**src/rtl/pin_function_regs.vh**
```
// Constants for the port pin function select block: offsets, reset values, decode masks.
// Assumes a 32-bit classic Wishbone slave with word-aligned byte addresses.
`ifndef PIN_FUNCTION_REGS_VH
`define PIN_FUNCTION_REGS_VH

// Byte offsets of the registers
`define OFS_PORT_D 8'h00
`define OFS_PORT_E 8'h04
`define OFS_PORT_F 8'h08
`define OFS_PORT_G 8'h0C
`define OFS_PORT_H 8'h10
`define OFS_STATUS 8'h14

// Field layout: pin n uses bits 2n+1 (high) and 2n (low)
`define FIELD_W 2
`define CODE_OTHER 2'h0
`define CODE_OUTPUT 2'h1
`define CODE_IN_PULLUP 2'h2
`define CODE_IN_NOPULL 2'h3

// Status register fields
`define STAT_DEBUG_BIT 0
`define STAT_RSV_LSB 8

// Power-on reset values, normal mode (strap high) and debug mode (strap low)
`define RST_PORT_D 16'hAA8A
`define RST_PORT_E_NORMAL 16'hAAAA
`define RST_PORT_E_DEBUG 16'h2AA8
`define RST_PORT_F_NORMAL 16'hAAAA
`define RST_PORT_F_DEBUG 16'h00AA
`define RST_PORT_G_NORMAL 16'hAAAA
`define RST_PORT_G_DEBUG 16'hA200
`define RST_PORT_H_NORMAL 16'hAAAA
`define RST_PORT_H_DEBUG 16'h8AAA

// Pins on which code 00 is the other function (else reserved)
`define OTHER_MASK_D 8'hFF
`define OTHER_MASK_E 8'h34
`define OTHER_MASK_F 8'hFF
`define OTHER_MASK_G 8'hFF
`define OTHER_MASK_H 8'hFF
// Pins on which code 01 is port output (else reserved)
`define OUTPUT_MASK_D 8'hAF
`define OUTPUT_MASK_E 8'hFF
`define OUTPUT_MASK_F 8'h00
`define OUTPUT_MASK_G 8'h00
`define OUTPUT_MASK_H 8'h80

// Port G pin 0 borrows the high mode bit of pin 1
`define G_PIN0_HIGH_BIT 3
`define G_PIN0_LOW_BIT 0

`endif

```
**src/rtl/pin_mode_decode.v**
```verilog
// Pin mode decoder: turns eight two-bit fields into registered pin controls.
// Assumes the field vector is already assembled by the register block.
`timescale 1ns/1ns
`include "pin_function_regs.vh"
module pin_mode_decode #(
  parameter [7:0] OTHER_MASK = 8'hFF,
  parameter [7:0] OUTPUT_MASK = 8'hFF
) (
  // Clock and reset
  input wire clk_i,
  input wire rst_i,
  // Fields
  input wire [15:0] field_i,
  // Pin controls
  output reg [7:0] other_fn_o,
  output reg [7:0] drive_o,
  output reg [7:0] input_o,
  output reg [7:0] pullup_o,
  output reg [7:0] reserved_o
);

  genvar n;
  generate
    for (n = 0; n < 8; n = n + 1) begin : g_pin
      wire [1:0] code = field_i[2*n+1:2*n];
      wire rsv = ((code == `CODE_OTHER) && !OTHER_MASK[n]) ||
                 ((code == `CODE_OUTPUT) && !OUTPUT_MASK[n]);
      // Reserved codes fall back to input without pull-up so the pin never drives
      always @(posedge clk_i) begin
        if (rst_i) begin
          other_fn_o[n] <= 1'b0;
          drive_o[n] <= 1'b0;
          input_o[n] <= 1'b0;
          pullup_o[n] <= 1'b0;
          reserved_o[n] <= 1'b0;
        end else begin
          other_fn_o[n] <= (code == `CODE_OTHER) && OTHER_MASK[n];
          drive_o[n] <= (code == `CODE_OUTPUT) && OUTPUT_MASK[n];
          input_o[n] <= code[1] || rsv;
          pullup_o[n] <= (code == `CODE_IN_PULLUP);
          reserved_o[n] <= rsv;
        end
      end
    end
  endgenerate

endmodule // pin_mode_decode

```
**src/rtl/port_pin_function_select.v**
```verilog
// Port pin function select: Wishbone register block for ports D to H and their pin decoders.
// Also holds a read-only status word with the latched debug mode and reserved-code flags.
// Assumes one clock, a power-on reset on rst_i and a classic Wishbone master.
// Assumes manual_rst_i is already synchronous to clk_i; it only clears the bus answer.
// Assumes the strap pin is asynchronous and steady over the last edges of power-on reset.
`timescale 1ns/1ns
`include "pin_function_regs.vh"

module port_pin_function_select (
  // Clock and power-on reset
  input wire clk_i,
  input wire rst_i,
  // Manual reset, bus side only
  input wire manual_rst_i,
  // Wishbone slave
  input wire wb_cyc_i,
  input wire wb_stb_i,
  input wire wb_we_i,
  input wire [7:0] wb_adr_i,
  input wire [3:0] wb_sel_i,
  input wire [31:0] wb_dat_i,
  output reg [31:0] wb_dat_o,
  output reg wb_ack_o,
  // Strap shared with port G pin 6
  input wire debug_mode_strap_i,
  output wire port_g_pin6_input_o,
  output wire emulation_debug_mode_o,
  // Port D pin controls
  output wire [7:0] port_d_other_fn_o,
  output wire [7:0] port_d_drive_o,
  output wire [7:0] port_d_input_o,
  output wire [7:0] port_d_pullup_o,
  // Port E pin controls
  output wire [7:0] port_e_other_fn_o,
  output wire [7:0] port_e_drive_o,
  output wire [7:0] port_e_input_o,
  output wire [7:0] port_e_pullup_o,
  // Port F pin controls
  output wire [7:0] port_f_other_fn_o,
  output wire [7:0] port_f_drive_o,
  output wire [7:0] port_f_input_o,
  output wire [7:0] port_f_pullup_o,
  // Port G pin controls
  output wire [7:0] port_g_other_fn_o,
  output wire [7:0] port_g_drive_o,
  output wire [7:0] port_g_input_o,
  output wire [7:0] port_g_pullup_o,
  // Port H pin controls
  output wire [7:0] port_h_other_fn_o,
  output wire [7:0] port_h_drive_o,
  output wire [7:0] port_h_input_o,
  output wire [7:0] port_h_pullup_o
);

  // Byte-lane merge of a 16-bit register, lanes 0 and 1 only
  function [15:0] lane_merge;
    input [15:0] old_val;
    input [31:0] wdata;
    input [3:0] sel;
    begin
      lane_merge[7:0] = sel[0] ? wdata[7:0] : old_val[7:0];
      lane_merge[15:8] = sel[1] ? wdata[15:8] : old_val[15:8];
    end
  endfunction

  // Select between the two reset images by strap level
  function [15:0] reset_image;
    input strap_high;
    input [15:0] normal_val;
    input [15:0] debug_val;
    begin
      reset_image = strap_high ? normal_val : debug_val;
    end
  endfunction

  // Full compare of the byte address, so aliases of a register read as unmapped
  function reg_hit;
    input [7:0] adr;
    input [7:0] ofs;
    begin
      reg_hit = (adr == ofs);
    end
  endfunction

  // Register contents
  reg [15:0] port_d_function_select_r;
  reg [15:0] port_e_function_select_r;
  reg [15:0] port_f_function_select_r;
  reg [15:0] port_g_function_select_r;
  reg [15:0] port_h_function_select_r;

  // Bus handshake
  wire bus_req;
  wire bus_wr;
  reg [31:0] rd_nxt;

  // Per-register write enables and lane-merged write data
  wire wr_d;
  wire wr_e;
  wire wr_f;
  wire wr_g;
  wire wr_h;
  wire [15:0] merged_d;
  wire [15:0] merged_e;
  wire [15:0] merged_f;
  wire [15:0] merged_g;
  wire [15:0] merged_h;

  // Reset images and status word
  wire [15:0] img_e;
  wire [15:0] img_f;
  wire [15:0] img_g;
  wire [15:0] img_h;
  reg [31:0] status_nxt;

  // Strap and decode results
  wire strap_level;
  wire [15:0] port_g_field;
  wire [7:0] rsv_d;
  wire [7:0] rsv_e;
  wire [7:0] rsv_f;
  wire [7:0] rsv_g;
  wire [7:0] rsv_h;
  wire [4:0] rsv_any;

  // Strap is sampled through a synchroniser and frozen at reset release
  strap_capture u_strap (
    .clk_i(clk_i),
    .rst_i(rst_i),
    .pin_i(debug_mode_strap_i),
    .strap_level_o(strap_level),
    .debug_mode_o(emulation_debug_mode_o),
    .pin_data_o(port_g_pin6_input_o)
  );

  // A request is served once; ack drops the cycle after it is given
  assign bus_req = wb_cyc_i && wb_stb_i && !wb_ack_o;
  assign bus_wr = bus_req && wb_we_i;

  // One write enable per register; status and unmapped offsets have none, so writes there are lost
  assign wr_d = bus_wr && reg_hit(wb_adr_i, `OFS_PORT_D);
  assign wr_e = bus_wr && reg_hit(wb_adr_i, `OFS_PORT_E);
  assign wr_f = bus_wr && reg_hit(wb_adr_i, `OFS_PORT_F);
  assign wr_g = bus_wr && reg_hit(wb_adr_i, `OFS_PORT_G);
  assign wr_h = bus_wr && reg_hit(wb_adr_i, `OFS_PORT_H);

  // Byte lanes 0 and 1 merged into the old contents; lanes 2 and 3 are ignored
  assign merged_d = lane_merge(port_d_function_select_r, wb_dat_i, wb_sel_i);
  assign merged_e = lane_merge(port_e_function_select_r, wb_dat_i, wb_sel_i);
  assign merged_f = lane_merge(port_f_function_select_r, wb_dat_i, wb_sel_i);
  assign merged_g = lane_merge(port_g_function_select_r, wb_dat_i, wb_sel_i);
  assign merged_h = lane_merge(port_h_function_select_r, wb_dat_i, wb_sel_i);

  // Reset image per port, chosen by the strap level sampled while reset is held
  assign img_e = reset_image(strap_level, `RST_PORT_E_NORMAL, `RST_PORT_E_DEBUG);
  assign img_f = reset_image(strap_level, `RST_PORT_F_NORMAL, `RST_PORT_F_DEBUG);
  assign img_g = reset_image(strap_level, `RST_PORT_G_NORMAL, `RST_PORT_G_DEBUG);
  assign img_h = reset_image(strap_level, `RST_PORT_H_NORMAL, `RST_PORT_H_DEBUG);

  // Ack and read data; manual reset may abort a bus cycle
  always @(posedge clk_i) begin
    if (rst_i || manual_rst_i) begin
      wb_ack_o <= 1'b0;
      wb_dat_o <= 32'h00000000;
    end else begin
      wb_ack_o <= bus_req;
      if (bus_req) begin
        wb_dat_o <= rd_nxt;
      end
    end
  end

  // Status word: bit 0 debug mode, live reserved-code flags from bit 8 up; writes have no effect
  always @* begin
    status_nxt = 32'h00000000;
    status_nxt[`STAT_DEBUG_BIT] = emulation_debug_mode_o;
    status_nxt[`STAT_RSV_LSB+4:`STAT_RSV_LSB] = rsv_any;
  end

  // Read mux; unmapped offsets read as zero and ignore writes
  always @* begin
    rd_nxt = 32'h00000000;
    case (wb_adr_i)
      `OFS_PORT_D: rd_nxt[15:0] = port_d_function_select_r;
      `OFS_PORT_E: rd_nxt[15:0] = port_e_function_select_r;
      `OFS_PORT_F: rd_nxt[15:0] = port_f_function_select_r;
      `OFS_PORT_G: rd_nxt[15:0] = port_g_function_select_r;
      `OFS_PORT_H: rd_nxt[15:0] = port_h_function_select_r;
      `OFS_STATUS: rd_nxt = status_nxt;
      default: rd_nxt = 32'h00000000;
    endcase
  end

  // Port D: single reset image; only power-on reset reloads it
  always @(posedge clk_i) begin
    if (rst_i) begin
      port_d_function_select_r <= `RST_PORT_D;
    end else if (wr_d) begin
      port_d_function_select_r <= merged_d;
    end
  end

  // Port E: reset image chosen by the latched strap
  always @(posedge clk_i) begin
    if (rst_i) begin
      port_e_function_select_r <= img_e;
    end else if (wr_e) begin
      port_e_function_select_r <= merged_e;
    end
  end

  // Port F: reset image chosen by the latched strap
  always @(posedge clk_i) begin
    if (rst_i) begin
      port_f_function_select_r <= img_f;
    end else if (wr_f) begin
      port_f_function_select_r <= merged_f;
    end
  end

  // Port G: reset image chosen by the latched strap
  always @(posedge clk_i) begin
    if (rst_i) begin
      port_g_function_select_r <= img_g;
    end else if (wr_g) begin
      port_g_function_select_r <= merged_g;
    end
  end

  // Port H: reset image chosen by the latched strap
  always @(posedge clk_i) begin
    if (rst_i) begin
      port_h_function_select_r <= img_h;
    end else if (wr_h) begin
      port_h_function_select_r <= merged_h;
    end
  end

  // Pin 0 of port G takes its high bit from bit 3; stored bit 1 is read back but unused
  assign port_g_field = {port_g_function_select_r[15:2],
                         port_g_function_select_r[`G_PIN0_HIGH_BIT],
                         port_g_function_select_r[`G_PIN0_LOW_BIT]};

  // Live flags: some pin of the port holds a reserved code
  assign rsv_any = {|rsv_h, |rsv_g, |rsv_f, |rsv_e, |rsv_d};

  // Port D decoder; pins 4 and 6 have no output code
  pin_mode_decode #(
    .OTHER_MASK(`OTHER_MASK_D),
    .OUTPUT_MASK(`OUTPUT_MASK_D)
  ) u_dec_d (
    .clk_i(clk_i),
    .rst_i(rst_i),
    .field_i(port_d_function_select_r),
    .other_fn_o(port_d_other_fn_o),
    .drive_o(port_d_drive_o),
    .input_o(port_d_input_o),
    .pullup_o(port_d_pullup_o),
    .reserved_o(rsv_d)
  );

  // Port E decoder; 00 is reserved on pins 0, 1, 3, 6, 7
  pin_mode_decode #(
    .OTHER_MASK(`OTHER_MASK_E),
    .OUTPUT_MASK(`OUTPUT_MASK_E)
  ) u_dec_e (
    .clk_i(clk_i),
    .rst_i(rst_i),
    .field_i(port_e_function_select_r),
    .other_fn_o(port_e_other_fn_o),
    .drive_o(port_e_drive_o),
    .input_o(port_e_input_o),
    .pullup_o(port_e_pullup_o),
    .reserved_o(rsv_e)
  );

  // Port F decoder; no pin may drive as a port output
  pin_mode_decode #(
    .OTHER_MASK(`OTHER_MASK_F),
    .OUTPUT_MASK(`OUTPUT_MASK_F)
  ) u_dec_f (
    .clk_i(clk_i),
    .rst_i(rst_i),
    .field_i(port_f_function_select_r),
    .other_fn_o(port_f_other_fn_o),
    .drive_o(port_f_drive_o),
    .input_o(port_f_input_o),
    .pullup_o(port_f_pullup_o),
    .reserved_o(rsv_f)
  );

  // Port G decoder, fed with the pin 0 remap
  pin_mode_decode #(
    .OTHER_MASK(`OTHER_MASK_G),
    .OUTPUT_MASK(`OUTPUT_MASK_G)
  ) u_dec_g (
    .clk_i(clk_i),
    .rst_i(rst_i),
    .field_i(port_g_field),
    .other_fn_o(port_g_other_fn_o),
    .drive_o(port_g_drive_o),
    .input_o(port_g_input_o),
    .pullup_o(port_g_pullup_o),
    .reserved_o(rsv_g)
  );

  // Port H decoder; only pin 7 has an output code
  pin_mode_decode #(
    .OTHER_MASK(`OTHER_MASK_H),
    .OUTPUT_MASK(`OUTPUT_MASK_H)
  ) u_dec_h (
    .clk_i(clk_i),
    .rst_i(rst_i),
    .field_i(port_h_function_select_r),
    .other_fn_o(port_h_other_fn_o),
    .drive_o(port_h_drive_o),
    .input_o(port_h_input_o),
    .pullup_o(port_h_pullup_o),
    .reserved_o(rsv_h)
  );

endmodule // port_pin_function_select

```
**src/rtl/strap_capture.v**
```verilog
// Strap capture: synchronises the shared strap / port G pin 6 input and holds the strap level.
// Assumes rst_i is the power-on reset, synchronous and active high, held at least four edges.
`timescale 1ns/1ns
module strap_capture (
  // Clock and reset
  input wire clk_i,
  input wire rst_i,
  // Shared pin
  input wire pin_i,
  // Results
  output reg strap_level_o,
  output reg debug_mode_o,
  output reg pin_data_o
);

  reg sync1_r;
  reg sync2_r;

  // Two-stage synchroniser; the first stage feeds only the second
  always @(posedge clk_i) begin
    sync1_r <= pin_i;
    sync2_r <= sync1_r;
  end

  // Strap is tracked only while reset is held, then frozen
  always @(posedge clk_i) begin
    if (rst_i) begin
      strap_level_o <= sync2_r;
      debug_mode_o <= ~sync2_r;
      pin_data_o <= 1'b0;
    end else begin
      pin_data_o <= sync2_r;
    end
  end

endmodule // strap_capture

```
**config.mk**
```make
export PLATFORM = sky130hd
export DESIGN_NAME = port_pin_function_select
export DESIGN_NICKNAME = d
export VERILOG_FILES = /design/src/rtl/pin_mode_decode.v /design/src/rtl/port_pin_function_select.v /design/src/rtl/strap_capture.v
export VERILOG_INCLUDE_DIRS = /design/src /design/src/rtl
export SDC_FILE = /design/constraint.sdc
export NUM_CORES = 1
export LEC_CHECK = 0
export ABC_AREA = 1
export BUFFER_PORTS_ARGS = -buffer_cell sky130_fd_sc_hd__buf_2
export CELL_PAD_IN_SITES_DETAIL_PLACEMENT = 0
export CELL_PAD_IN_SITES_GLOBAL_PLACEMENT = 2
export CORE_AREA = 4 4 171 173
export CTS_BUF_LIST = sky130_fd_sc_hd__clkbuf_8
export CTS_CLUSTER_DIAMETER = 120
export DETAILED_ROUTE_END_ITERATION = 12
export DIE_AREA = 0 0 175 177
export GPL_TIMING_DRIVEN = 0
export PLACE_DENSITY = 0.84
export SYNTH_ARGS = -nofsm -noshare
export SYNTH_HDL_FRONTEND = slang
export SYNTH_SLANG_ARGS = --single-unit
```
**constraint.sdc**
```tcl
create_clock -name clk_i -period 2.3 [get_ports clk_i]
set_input_delay 0 -clock clk_i [delete_from_list [all_inputs] [get_ports clk_i]]
set_output_delay 0 -clock clk_i [all_outputs]
set_load 0.005 [all_outputs]
```
---- Yosys cells after proc, flatten, opt, wreduce, memory -nomap -nowiden ----
Cells that the tools add are included.
cells by class
  eq/ne operators ......................... 85
  multiplexer cells ....................... 15
  bitwise gates (word level) .............. 1
  reductions and logical operators ........ 102
operators with widths
  cell                                           number
  two-way mux 16 bit                             10
  one-hot mux 16 bit (6 select lines)            1
  == test 2 x 1 -> 1 bit, second input constant  40
  == test 2 bit, second input constant           40
  logical NOT 2 bit                              40
  logical OR 1 bit                               31
  AND reduction 2 bit                            10
  == test 8 x 4 -> 1 bit, second input constant  2
  == test 8 x 5 -> 1 bit, second input constant  2
  two-way mux 8 bit                              2
  OR reduction 8 bit                             2
  two-way mux 14 bit                             1
  two-way mux 12 bit                             1
  nonzero test 2 bit                             6
  == test 8 x 3 -> 1 bit, second input constant  1
  logical AND 1 bit                              8
  logical NOT 8 bit                              1
  OR reduction 7 bit                             1
  OR reduction 5 bit                             1
  OR reduction 2 bit                             1
  logical NOT 1 bit                              1
  inverter 1 bit                                 1
word-level totals
  flip-flop bits (word level) ............. 262
  input bits .............................. 51
  output and inout port bits .............. 195
  logic and storage cells ................. 380

---- Longest topological paths before layout ----
Gate-level depths: netlist (run 1).
  depth after elaboration ................. 6
  depth in mapped cells ................... 10
  depth with buffers taken out ............ 9

---- By module ----
Synthesis (run 1) repeated with hierarchy kept, for this count alone.
unflattened totals
  cells, all modules ...................... 1056
  area, all modules ....................... 9668.0 um^2
by module, submodules not included
  module                         instances  cells an instance  area an instance (um^2)  seq. area each (um^2)
  port_pin_function_select       1          488                4486.8                   2582.5
  pin_mode_decode (u_dec_f ...)  2          115                1016.0                   640.6
  pin_mode_decode (u_dec_h)      1          114                1017.2                   640.6
  pin_mode_decode (u_dec_d)      1          109                1001.0                   640.6
  pin_mode_decode (u_dec_e)      1          108                1001.0                   640.6
  strap_capture                  1          7                  130.1                    120.1

---- Worst setup path after synthesis (run 1) ----
OpenSTA, ideal clock, no wires.
  path type ............................... reg2reg
  from .................................... register wb_ack_o
  to ...................................... register port_e_function_select_r[0] (enable)
  library setup time ...................... 384 ps
  data arrival time ....................... 1455 ps
  data required time ...................... 1916 ps
  slack ................................... 461 ps
  stages on the path, launching flop included .. 6
  path buffers ............................ 0
  period minus slack after synthesis ...... 1839 ps
  path through ............................ dfxtp_1 nor2_2 nand2_2 nor2_8 nand3_1 o21ai_0
on the way
  cells in the longest elaborated chain, start to end .. 6
ends and longest elaborated chain
  what                           RTL line                        RTL
  start, declared                port_pin_function_select.v:23   output reg wb_ack_o,
  start signal, assigned         port_pin_function_select.v:166  wb_ack_o <= bus_req;
  logical NOT 1 bit              port_pin_function_select.v:137  assign bus_req = wb_cyc_i && wb_stb_i && !wb_ack_o;
  logical AND 1 bit              port_pin_function_select.v:137
  logical AND 1 bit              port_pin_function_select.v:138  assign bus_wr = bus_req && wb_we_i;
  logical AND 1 bit              port_pin_function_select.v:142  assign wr_e = bus_wr && reg_hit(wb_adr_i, `OFS_PORT_E);
  nonzero test 2 bit (no line)   --
  AND reduction 2 bit (no line)  --
  end signal, assigned           port_pin_function_select.v:206  port_e_function_select_r <= img_e;
  end signal, assigned           port_pin_function_select.v:208  port_e_function_select_r <= merged_e;
  end, declared                  port_pin_function_select.v:87   reg [15:0] port_e_function_select_r;
Every way passes these cells.
A chain may end at the register's enable or synchronous reset.

---- Worst setup path after layout (run 1) ----
  from .................................... register wb_ack_o
  to ...................................... register port_f_function_select_r[4] (enable)
on the way
  cells in the longest elaborated chain, start to end .. 6
ends and longest elaborated chain
  what                           RTL line                        RTL
  logical NOT 1 bit              port_pin_function_select.v:137
  logical AND 1 bit              port_pin_function_select.v:137
  logical AND 1 bit              port_pin_function_select.v:138
  logical AND 1 bit              port_pin_function_select.v:143  assign wr_f = bus_wr && reg_hit(wb_adr_i, `OFS_PORT_F);
  nonzero test 2 bit (no line)   --
  AND reduction 2 bit (no line)  --
  end signal, assigned           port_pin_function_select.v:215  port_f_function_select_r <= img_f;
  end signal, assigned           port_pin_function_select.v:217  port_f_function_select_r <= merged_f;
  end, declared                  port_pin_function_select.v:88   reg [15:0] port_f_function_select_r;
Every way passes these cells.

==> impl_metrics.env, run 1 <==
export IMPL_ys_seq_area_share_pct=65.0
export IMPL_pwr_share_clk_pct=40.3
export IMPL_clk_pin_slew_ns=0.07
export IMPL_viasPerCell=4.37
export IMPL_rsz0062_at_grt="false"
export IMPL_ctsRootBufferMaster="clkbuf_8"
export IMPL_fp_row_count=61
export IMPL_grt_max_degree=11
export IMPL_tightest_slew_ns=0.885
export IMPL_cts_buffers=43
export IMPL_syn_area_mm2=0.00909
export IMPL_ios=246
export IMPL_post_place_cells=1521
export IMPL_synthToLayoutAreaGrowth_pct=30.2
export IMPL_p_sw_uw=2380
export IMPL_r2r_slack_ns=0.15
export IMPL_pre_cts_slack_ns=-0.215
export IMPL_syn_inst=917
export IMPL_antenna_found_initial=0
export IMPL_pwr_share_seq_pct=52.4
export IMPL_synth_cell_types=26
export IMPL_die_x_um=175
export IMPL_cp_max_fo=10
export IMPL_grt_pass1_vias=7150
export IMPL_crit_type="flip-flop to flip-flop"
export IMPL_fin_util_pct=42.8
export IMPL_p_leak_uw=0.00561
export IMPL_seq_area_mm2=0.00591
export IMPL_cp_num_buf_inv=0
export IMPL_hold_violations=0
export IMPL_nNetsFinal=1273
export IMPL_endpoint_kind="flip-flop"
export IMPL_syn_avg_cell_area_um2=9.91
export IMPL_timing_final_ws_setup_ns=0.151
export IMPL_dieArea_mm2=0.0310
export IMPL_fmax_mhz=465
export IMPL_use_met3_pct=3.85
export IMPL_layout_min_cycle_time_ns=2.15
export IMPL_drv_slew=0
export IMPL_power_frac_comb_pct=7.3
export IMPL_ys_ff_latch=262
export IMPL_swShare_pct=24.3
export IMPL_n_antenna_cell=0
export IMPL_hold_ws_ns=0.0743
export IMPL_gr_total_overflow=0
export IMPL_coreArea_mm2=0.0276
export IMPL_synth_edff_count=66
export IMPL_start_util_pct=32.9
export IMPL_h_tree_depth=2
export IMPL_io_buffers=181
export IMPL_finalPower_uw=9800
export IMPL_fin_crit_sh_pct=93.4
export IMPL_fin_skew_ns=0.0281
export IMPL_postRouteAntennaNets=0
export IMPL_place_gp_congestion=0.839
export IMPL_grt_busiest_layer="met2"
export IMPL_start_kind="flip-flop"
export IMPL_max_stage_delay_ns=0.70
export IMPL_arrival_ns=2.30
export IMPL_p_per_area_mw_per_mm2=828
export IMPL_cap_violations=0
export IMPL_synth_warnings=0
export IMPL_grtUsageMet2_pct=30.7
export IMPL_route_vias_total=7140
export IMPL_intPower_uw=7420
export IMPL_avgRoutedWirePerCell_um=17.1
export IMPL_drtIter0Drc=456
export IMPL_cts_path_max_buffers=3
export IMPL_multiInputGateArea_mm2=0.00241
export IMPL_crit_family="simple AND/OR/NAND/NOR gates"
export IMPL_ys_flop_type="dfxtp_1"
export IMPL_use_met1_pct=21.5
export IMPL_crit_path_top_delay_cell="o21ai_1"
export IMPL_status="completed"
export IMPL_relSlewSlack_pct=41.0
export IMPL_cts_tree="built"
export IMPL_drt_total_wl_um=28000
export IMPL_cts_sinks=262
export IMPL_clk_latency_ns=0.55
export IMPL_route_detailed_drc=0
export IMPL_finalSetupViolations=0
export IMPL_hp_class="primary input to flip-flop"
export IMPL_dp_hpwl_um=21100
export IMPL_die_y_um=177
export IMPL_cts_setup_buffers=0
export IMPL_async_flop_share_pct=0
export IMPL_path_cells="nor2_2 > nand2_2 > nor2_8 > nand3_1 > o21ai_1"
export IMPL_ir_drop_uv=437
export IMPL_grt_pass1_wl_um=41200
export IMPL_instances_no_fill=1633
export IMPL_firstDrtPassIters=7
export IMPL_required_ns=2.45
export IMPL_n_fill_cell=2809
export IMPL_drive_above_1_share_pct=26.5
export IMPL_grt_use_total_pct=17.5
[cell usage after synthesis, types with 3 or more instances]
cell | count | share of area (%)
a21oi_1 | 47 | 2.6
a21oi_2 | 6 | 0.58
buf_2 | 10 | 0.55
buf_4 | 50 | 4.1
clkbuf_1 | 20 | 0.83
dfxtp_1 | 196 | 43
edfxtp_1 | 66 | 22
inv_1 | 105 | 4.3
nand2_1 | 93 | 3.8
nand2_2 | 5 | 0.34
nand3_1 | 62 | 3.4
nor2_1 | 77 | 3.2
nor2_2 | 4 | 0.28
nor2_4 | 3 | 0.37
nor3_1 | 107 | 5.9
o211ai_1 | 7 | 0.58
o21ai_0 | 37 | 2.0
o21ai_1 | 10 | 0.55
[what timing repair did]
item | CTS | global route
hold endpoints to repair | 86 | 0
resized for setup | 8 | 0
hold buffers | 34 | 0
endpoints found under the setup margin | 64 | 0
[routing by layer]
layer  wire length [um]  up-vias  share of wire, %
met5                  0        -                 0
met4                794        0               2.8
met3               1680       50               6.0
met2              13900      232                50
met1              11600     3314                42
li1                   -     3544                 -
[metrics by stage]
stage          setup TNS, ns  area (um2)
2_1_floorplan              0        9260
3_3_place_gp           -4.99       10600
4_1_cts                    0       11800
3_5_place_dp           -8.66       10600
5_1_grt                    0       11800
6_report                   0       11800
[cells by family after synthesis]
kind of cell / count (synthesis) / share of synthesized area (%)
AND/OR/NAND/NOR: 357 / 18.3
flip-flops: 262 / 65.0
buffers and inverters: 190 / 10.3
AO/OA/AOI/OAI: 107 / 6.33
other: 1 / 0.0413
[registers in the layout, summed over array words and instances (netlist names), 16 cells and up]
name and flops:
wb_dat_o 16, port_f_function_select_r 16, port_e_function_select_r 16, port_g_function_select_r 16, port_d_function_select_r 16, port_h_function_select_r 16
[layout by cell type (no fill, tap or decap), types with 3 or more instances in the layout]
cell | synthesis | layout
dfxtp_1 | 196 | 196
buf_2 | 10 | 191
inv_1 | 105 | 118
nor3_1 | 107 | 107
nand2_1 | 93 | 93
nor2_1 | 77 | 77
edfxtp_1 | 66 | 66
nand3_1 | 62 | 62
clkbuf_8 | 0 | 55
buf_4 | 50 | 50
a21oi_1 | 47 | 47
conb_1 | 1 | 46
dlygate4sd3_1 | 0 | 34
o21ai_0 | 37 | 29
clkbuf_1 | 20 | 20
o21ai_1 | 10 | 18
clkinv_2 | 0 | 8
o211ai_1 | 7 | 7
a21oi_2 | 6 | 6
nand2_2 | 5 | 5
nor2_2 | 4 | 4
nor2_4 | 3 | 3
[path summary, 6_finish.rpt]
| path | startpoint | cells past startpoint | to |
|---|---|---|---|
| worst min-delay path | wb_sel_i[0] | 4 | port_d_function_select_r[0]$_SDFFE_PP0P_ |
| worst min register to register | u_strap.sync1_r$_DFF_P_ | 0 | u_strap.sync2_r$_DFF_P_ |
| worst max register to register | wb_ack_o$_SDFF_PP0_ | 5 | port_f_function_select_r[4]$_SDFFCE_PP0P_ |
| worst max-delay path | wb_ack_o$_SDFF_PP0_ | 5 | port_f_function_select_r[4]$_SDFFCE_PP0P_ |
[layout make-up]
class                      instances  area share, %
clock inverter                    23          0.846
buffer                            83           4.55
clock buffer                      55           6.40
sequential                       262           49.9
tap                              378           4.00
multi-input combinational        510           20.4
inverter                         107           3.39
timing repair buffer             215           10.5
[power by group through the flow]
| stage | clock network (uW) | registers, uW | logic [uW] |
|---|---|---|---|
| detailed placement | 0 | 5230 | 679 |
| global route | 4250 | 5150 | 797 |
| finish | 3950 | 5130 | 715 |
| CTS | 4040 | 5130 | 723 |
| global placement | 0 | 5230 | 673 |
| floorplan | 0 | 5190 | 349 |
[worst reg2reg max path, delay by kind of cell, from the launching register on]
kind / cells / cell delay (ns)
AO/OA/AOI/OAI: 1 / 0.70
flip-flops: 1 / 0.33
AND/OR/NAND/NOR: 4 / 0.73
Power figures use the tool's default switching activity.
==> inputs of run 2 (changes only) <==
- MAX_ROUTING_LAYER: default -> met4
==> impl_metrics.env, run 2 (synthesis gave the netlist of run 1 again) <==
export IMPL_status="completed"
export IMPL_clk_latency_ns=0.55
export IMPL_fin_skew_ns=0.0258
export IMPL_cts_tree="built"
export IMPL_start_kind="flip-flop"
export IMPL_crit_type="flip-flop to flip-flop"
export IMPL_finalSetupViolations=0
export IMPL_grt_use_total_pct=18.0
export IMPL_hold_violations=0
export IMPL_cts_path_max_buffers=3
export IMPL_finalPower_uw=9790
export IMPL_drive_above_1_share_pct=26.5
export IMPL_dieArea_mm2=0.0310
export IMPL_cp_max_fo=10
export IMPL_crit_family="simple AND/OR/NAND/NOR gates"
export IMPL_cp_num_buf_inv=0
export IMPL_layout_min_cycle_time_ns=2.14
export IMPL_relSlewSlack_pct=41.6
export IMPL_fp_row_count=61
export IMPL_p_per_area_mw_per_mm2=828
export IMPL_cts_setup_buffers=0
export IMPL_timing_final_ws_setup_ns=0.162
export IMPL_cp_startpoint="wb_ack_o$_SDFF_PP0_"
export IMPL_route_vias_total=7142
export IMPL_max_stage_delay_ns=0.69
export IMPL_gr_total_overflow=0
export IMPL_final_common_cell="dfxtp_1"
export IMPL_n_fill_cell=2809
export IMPL_drt_total_wl_um=28000
export IMPL_path_cells="nor2_2 > nand2_2 > nor2_8 > nand3_1 > o21ai_1"
export IMPL_firstDrtPassIters=5
export IMPL_arrival_ns=2.29
export IMPL_required_ns=2.45
export IMPL_h_tree_depth=2
export IMPL_avgRoutedWirePerCell_um=17.1
export IMPL_n_antenna_cell=0
export IMPL_coreArea_mm2=0.0276
export IMPL_rsz0062_at_grt="false"
export IMPL_dp_hpwl_um=21100
export IMPL_endpoint_kind="flip-flop"
export IMPL_antenna_found_initial=0
export IMPL_die_x_um=175
export IMPL_crit_path_top_delay_cell="o21ai_1"
export IMPL_hp_class="primary input to flip-flop"
export IMPL_pre_cts_slack_ns=-0.215
export IMPL_cap_violations=0
export IMPL_grt_pass1_vias=7158
export IMPL_io_buffers=181
export IMPL_clk_pin_slew_ns=0.06
export IMPL_viasPerCell=4.37
export IMPL_die_y_um=177
export IMPL_r2r_start="wb_ack_o$_SDFF_PP0_"
export IMPL_grt_pass1_wl_um=41100
export IMPL_place_gp_congestion=0.852
export IMPL_ios=246
export IMPL_tightest_slew_ns=0.876
export IMPL_nNetsFinal=1273
export IMPL_final_cell_mix="dfxtp_1 (196), buf_2 (191), inv_1 (118)"
export IMPL_cts_buffers=43
export IMPL_ctsRootBufferMaster="clkbuf_8"
export IMPL_ir_drop_uv=435
export IMPL_fmax_mhz=468
export IMPL_cts_sinks=262
export IMPL_fin_crit_sh_pct=93.0
export IMPL_grt_max_degree=11
export IMPL_route_detailed_drc=0
export IMPL_synthToLayoutAreaGrowth_pct=30.2
export IMPL_hold_start="wb_sel_i[0]"
export IMPL_start_util_pct=32.9
export IMPL_drv_slew=0
export IMPL_drtIter0Drc=453
export IMPL_p_leak_uw=0.00561
export IMPL_postRouteAntennaNets=0
==> run 2: worst paths after layout <==
| path | cells past startpoint | slack [ns] | endpoint |
|---|---|---|---|
| max reg2reg | 5 | 0.16 | port_f_function_select_r[3]$_SDFFCE_PP1P_ |
| max | 5 | 0.16 | port_f_function_select_r[3]$_SDFFCE_PP1P_ |
| min | 4 | 0.08 | port_d_function_select_r[0]$_SDFFE_PP0P_ |
| min reg2reg | 0 | 0.34 | u_strap.sync2_r$_DFF_P_ |
==> run 2: layout make-up <==
cell class              instances  area [um2]  area share [%]
clock buffers                  55         757            6.40
well taps                     378         473            4.00
multi-input cells             510        2410            20.4
repair buffers                215        1250            10.5
clock inverters                23         100           0.846
plain buffers                  83         538            4.55
inverters                     107         402            3.39
flip-flops and latches        262        5910            49.9
==> run 2: repair_timing <==
| action | CTS | global route |
|---|---|---|
| endpoints found under the setup margin | 64 | 0 |
| gates resized for setup | 8 | 0 |
| hold buffers | 34 | 0 |
| hold endpoints to repair | 86 | 0 |
==> run 2: stage by stage <==
step / area [um2] / hold WS, ns / utilization (%) / TNS (ns) / cells
after floorplan: 9260 / 0.0277 / - / 0 / 962
after CTS: 11800 / 0.0387 / 42.8 / 0 / 1633
after global routing: 11800 / 0.0740 / 42.8 / 0 / 1633
after detailed placement: 10600 / 0.104 / 38.5 / -8.66 / 1521
after global placement: 10600 / 0.104 / 38.5 / -4.99 / 1521
final: 11800 / 0.0753 / 42.8 / 0 / 1633
==> run 2: report_power, final <==
part | internal (uW) | switching (uW) | leakage, uW
clock network | 2150 | 1800 | 0.000498
logic | 283 | 433 | 0.00285
registers | 4980 | 147 | 0.00226
total | 7420 | 2380 | 0.00561
==> run 2: layer usage <==
| metal | vias to the layer above | global-route usage, % | wire length, um |
|---|---|---|---|
| li1 | 3546 | - | - |
| met3 | 56 | 3.65 | 1630 |
| met5 | - | - | 0 |
| met2 | 246 | 30.7 | 13900 |
| met1 | 3294 | 21.6 | 11700 |
| met4 | 0 | 5.83 | 785 |
==> run 2: worst register-to-register path, stage by stage, from the launching register on <==
cell and delay (ns):
dfxtp_1 0.33, nor2_2 0.12, nand2_2 0.21, nor2_8 0.25, nand3_1 0.15, o21ai_1 0.69
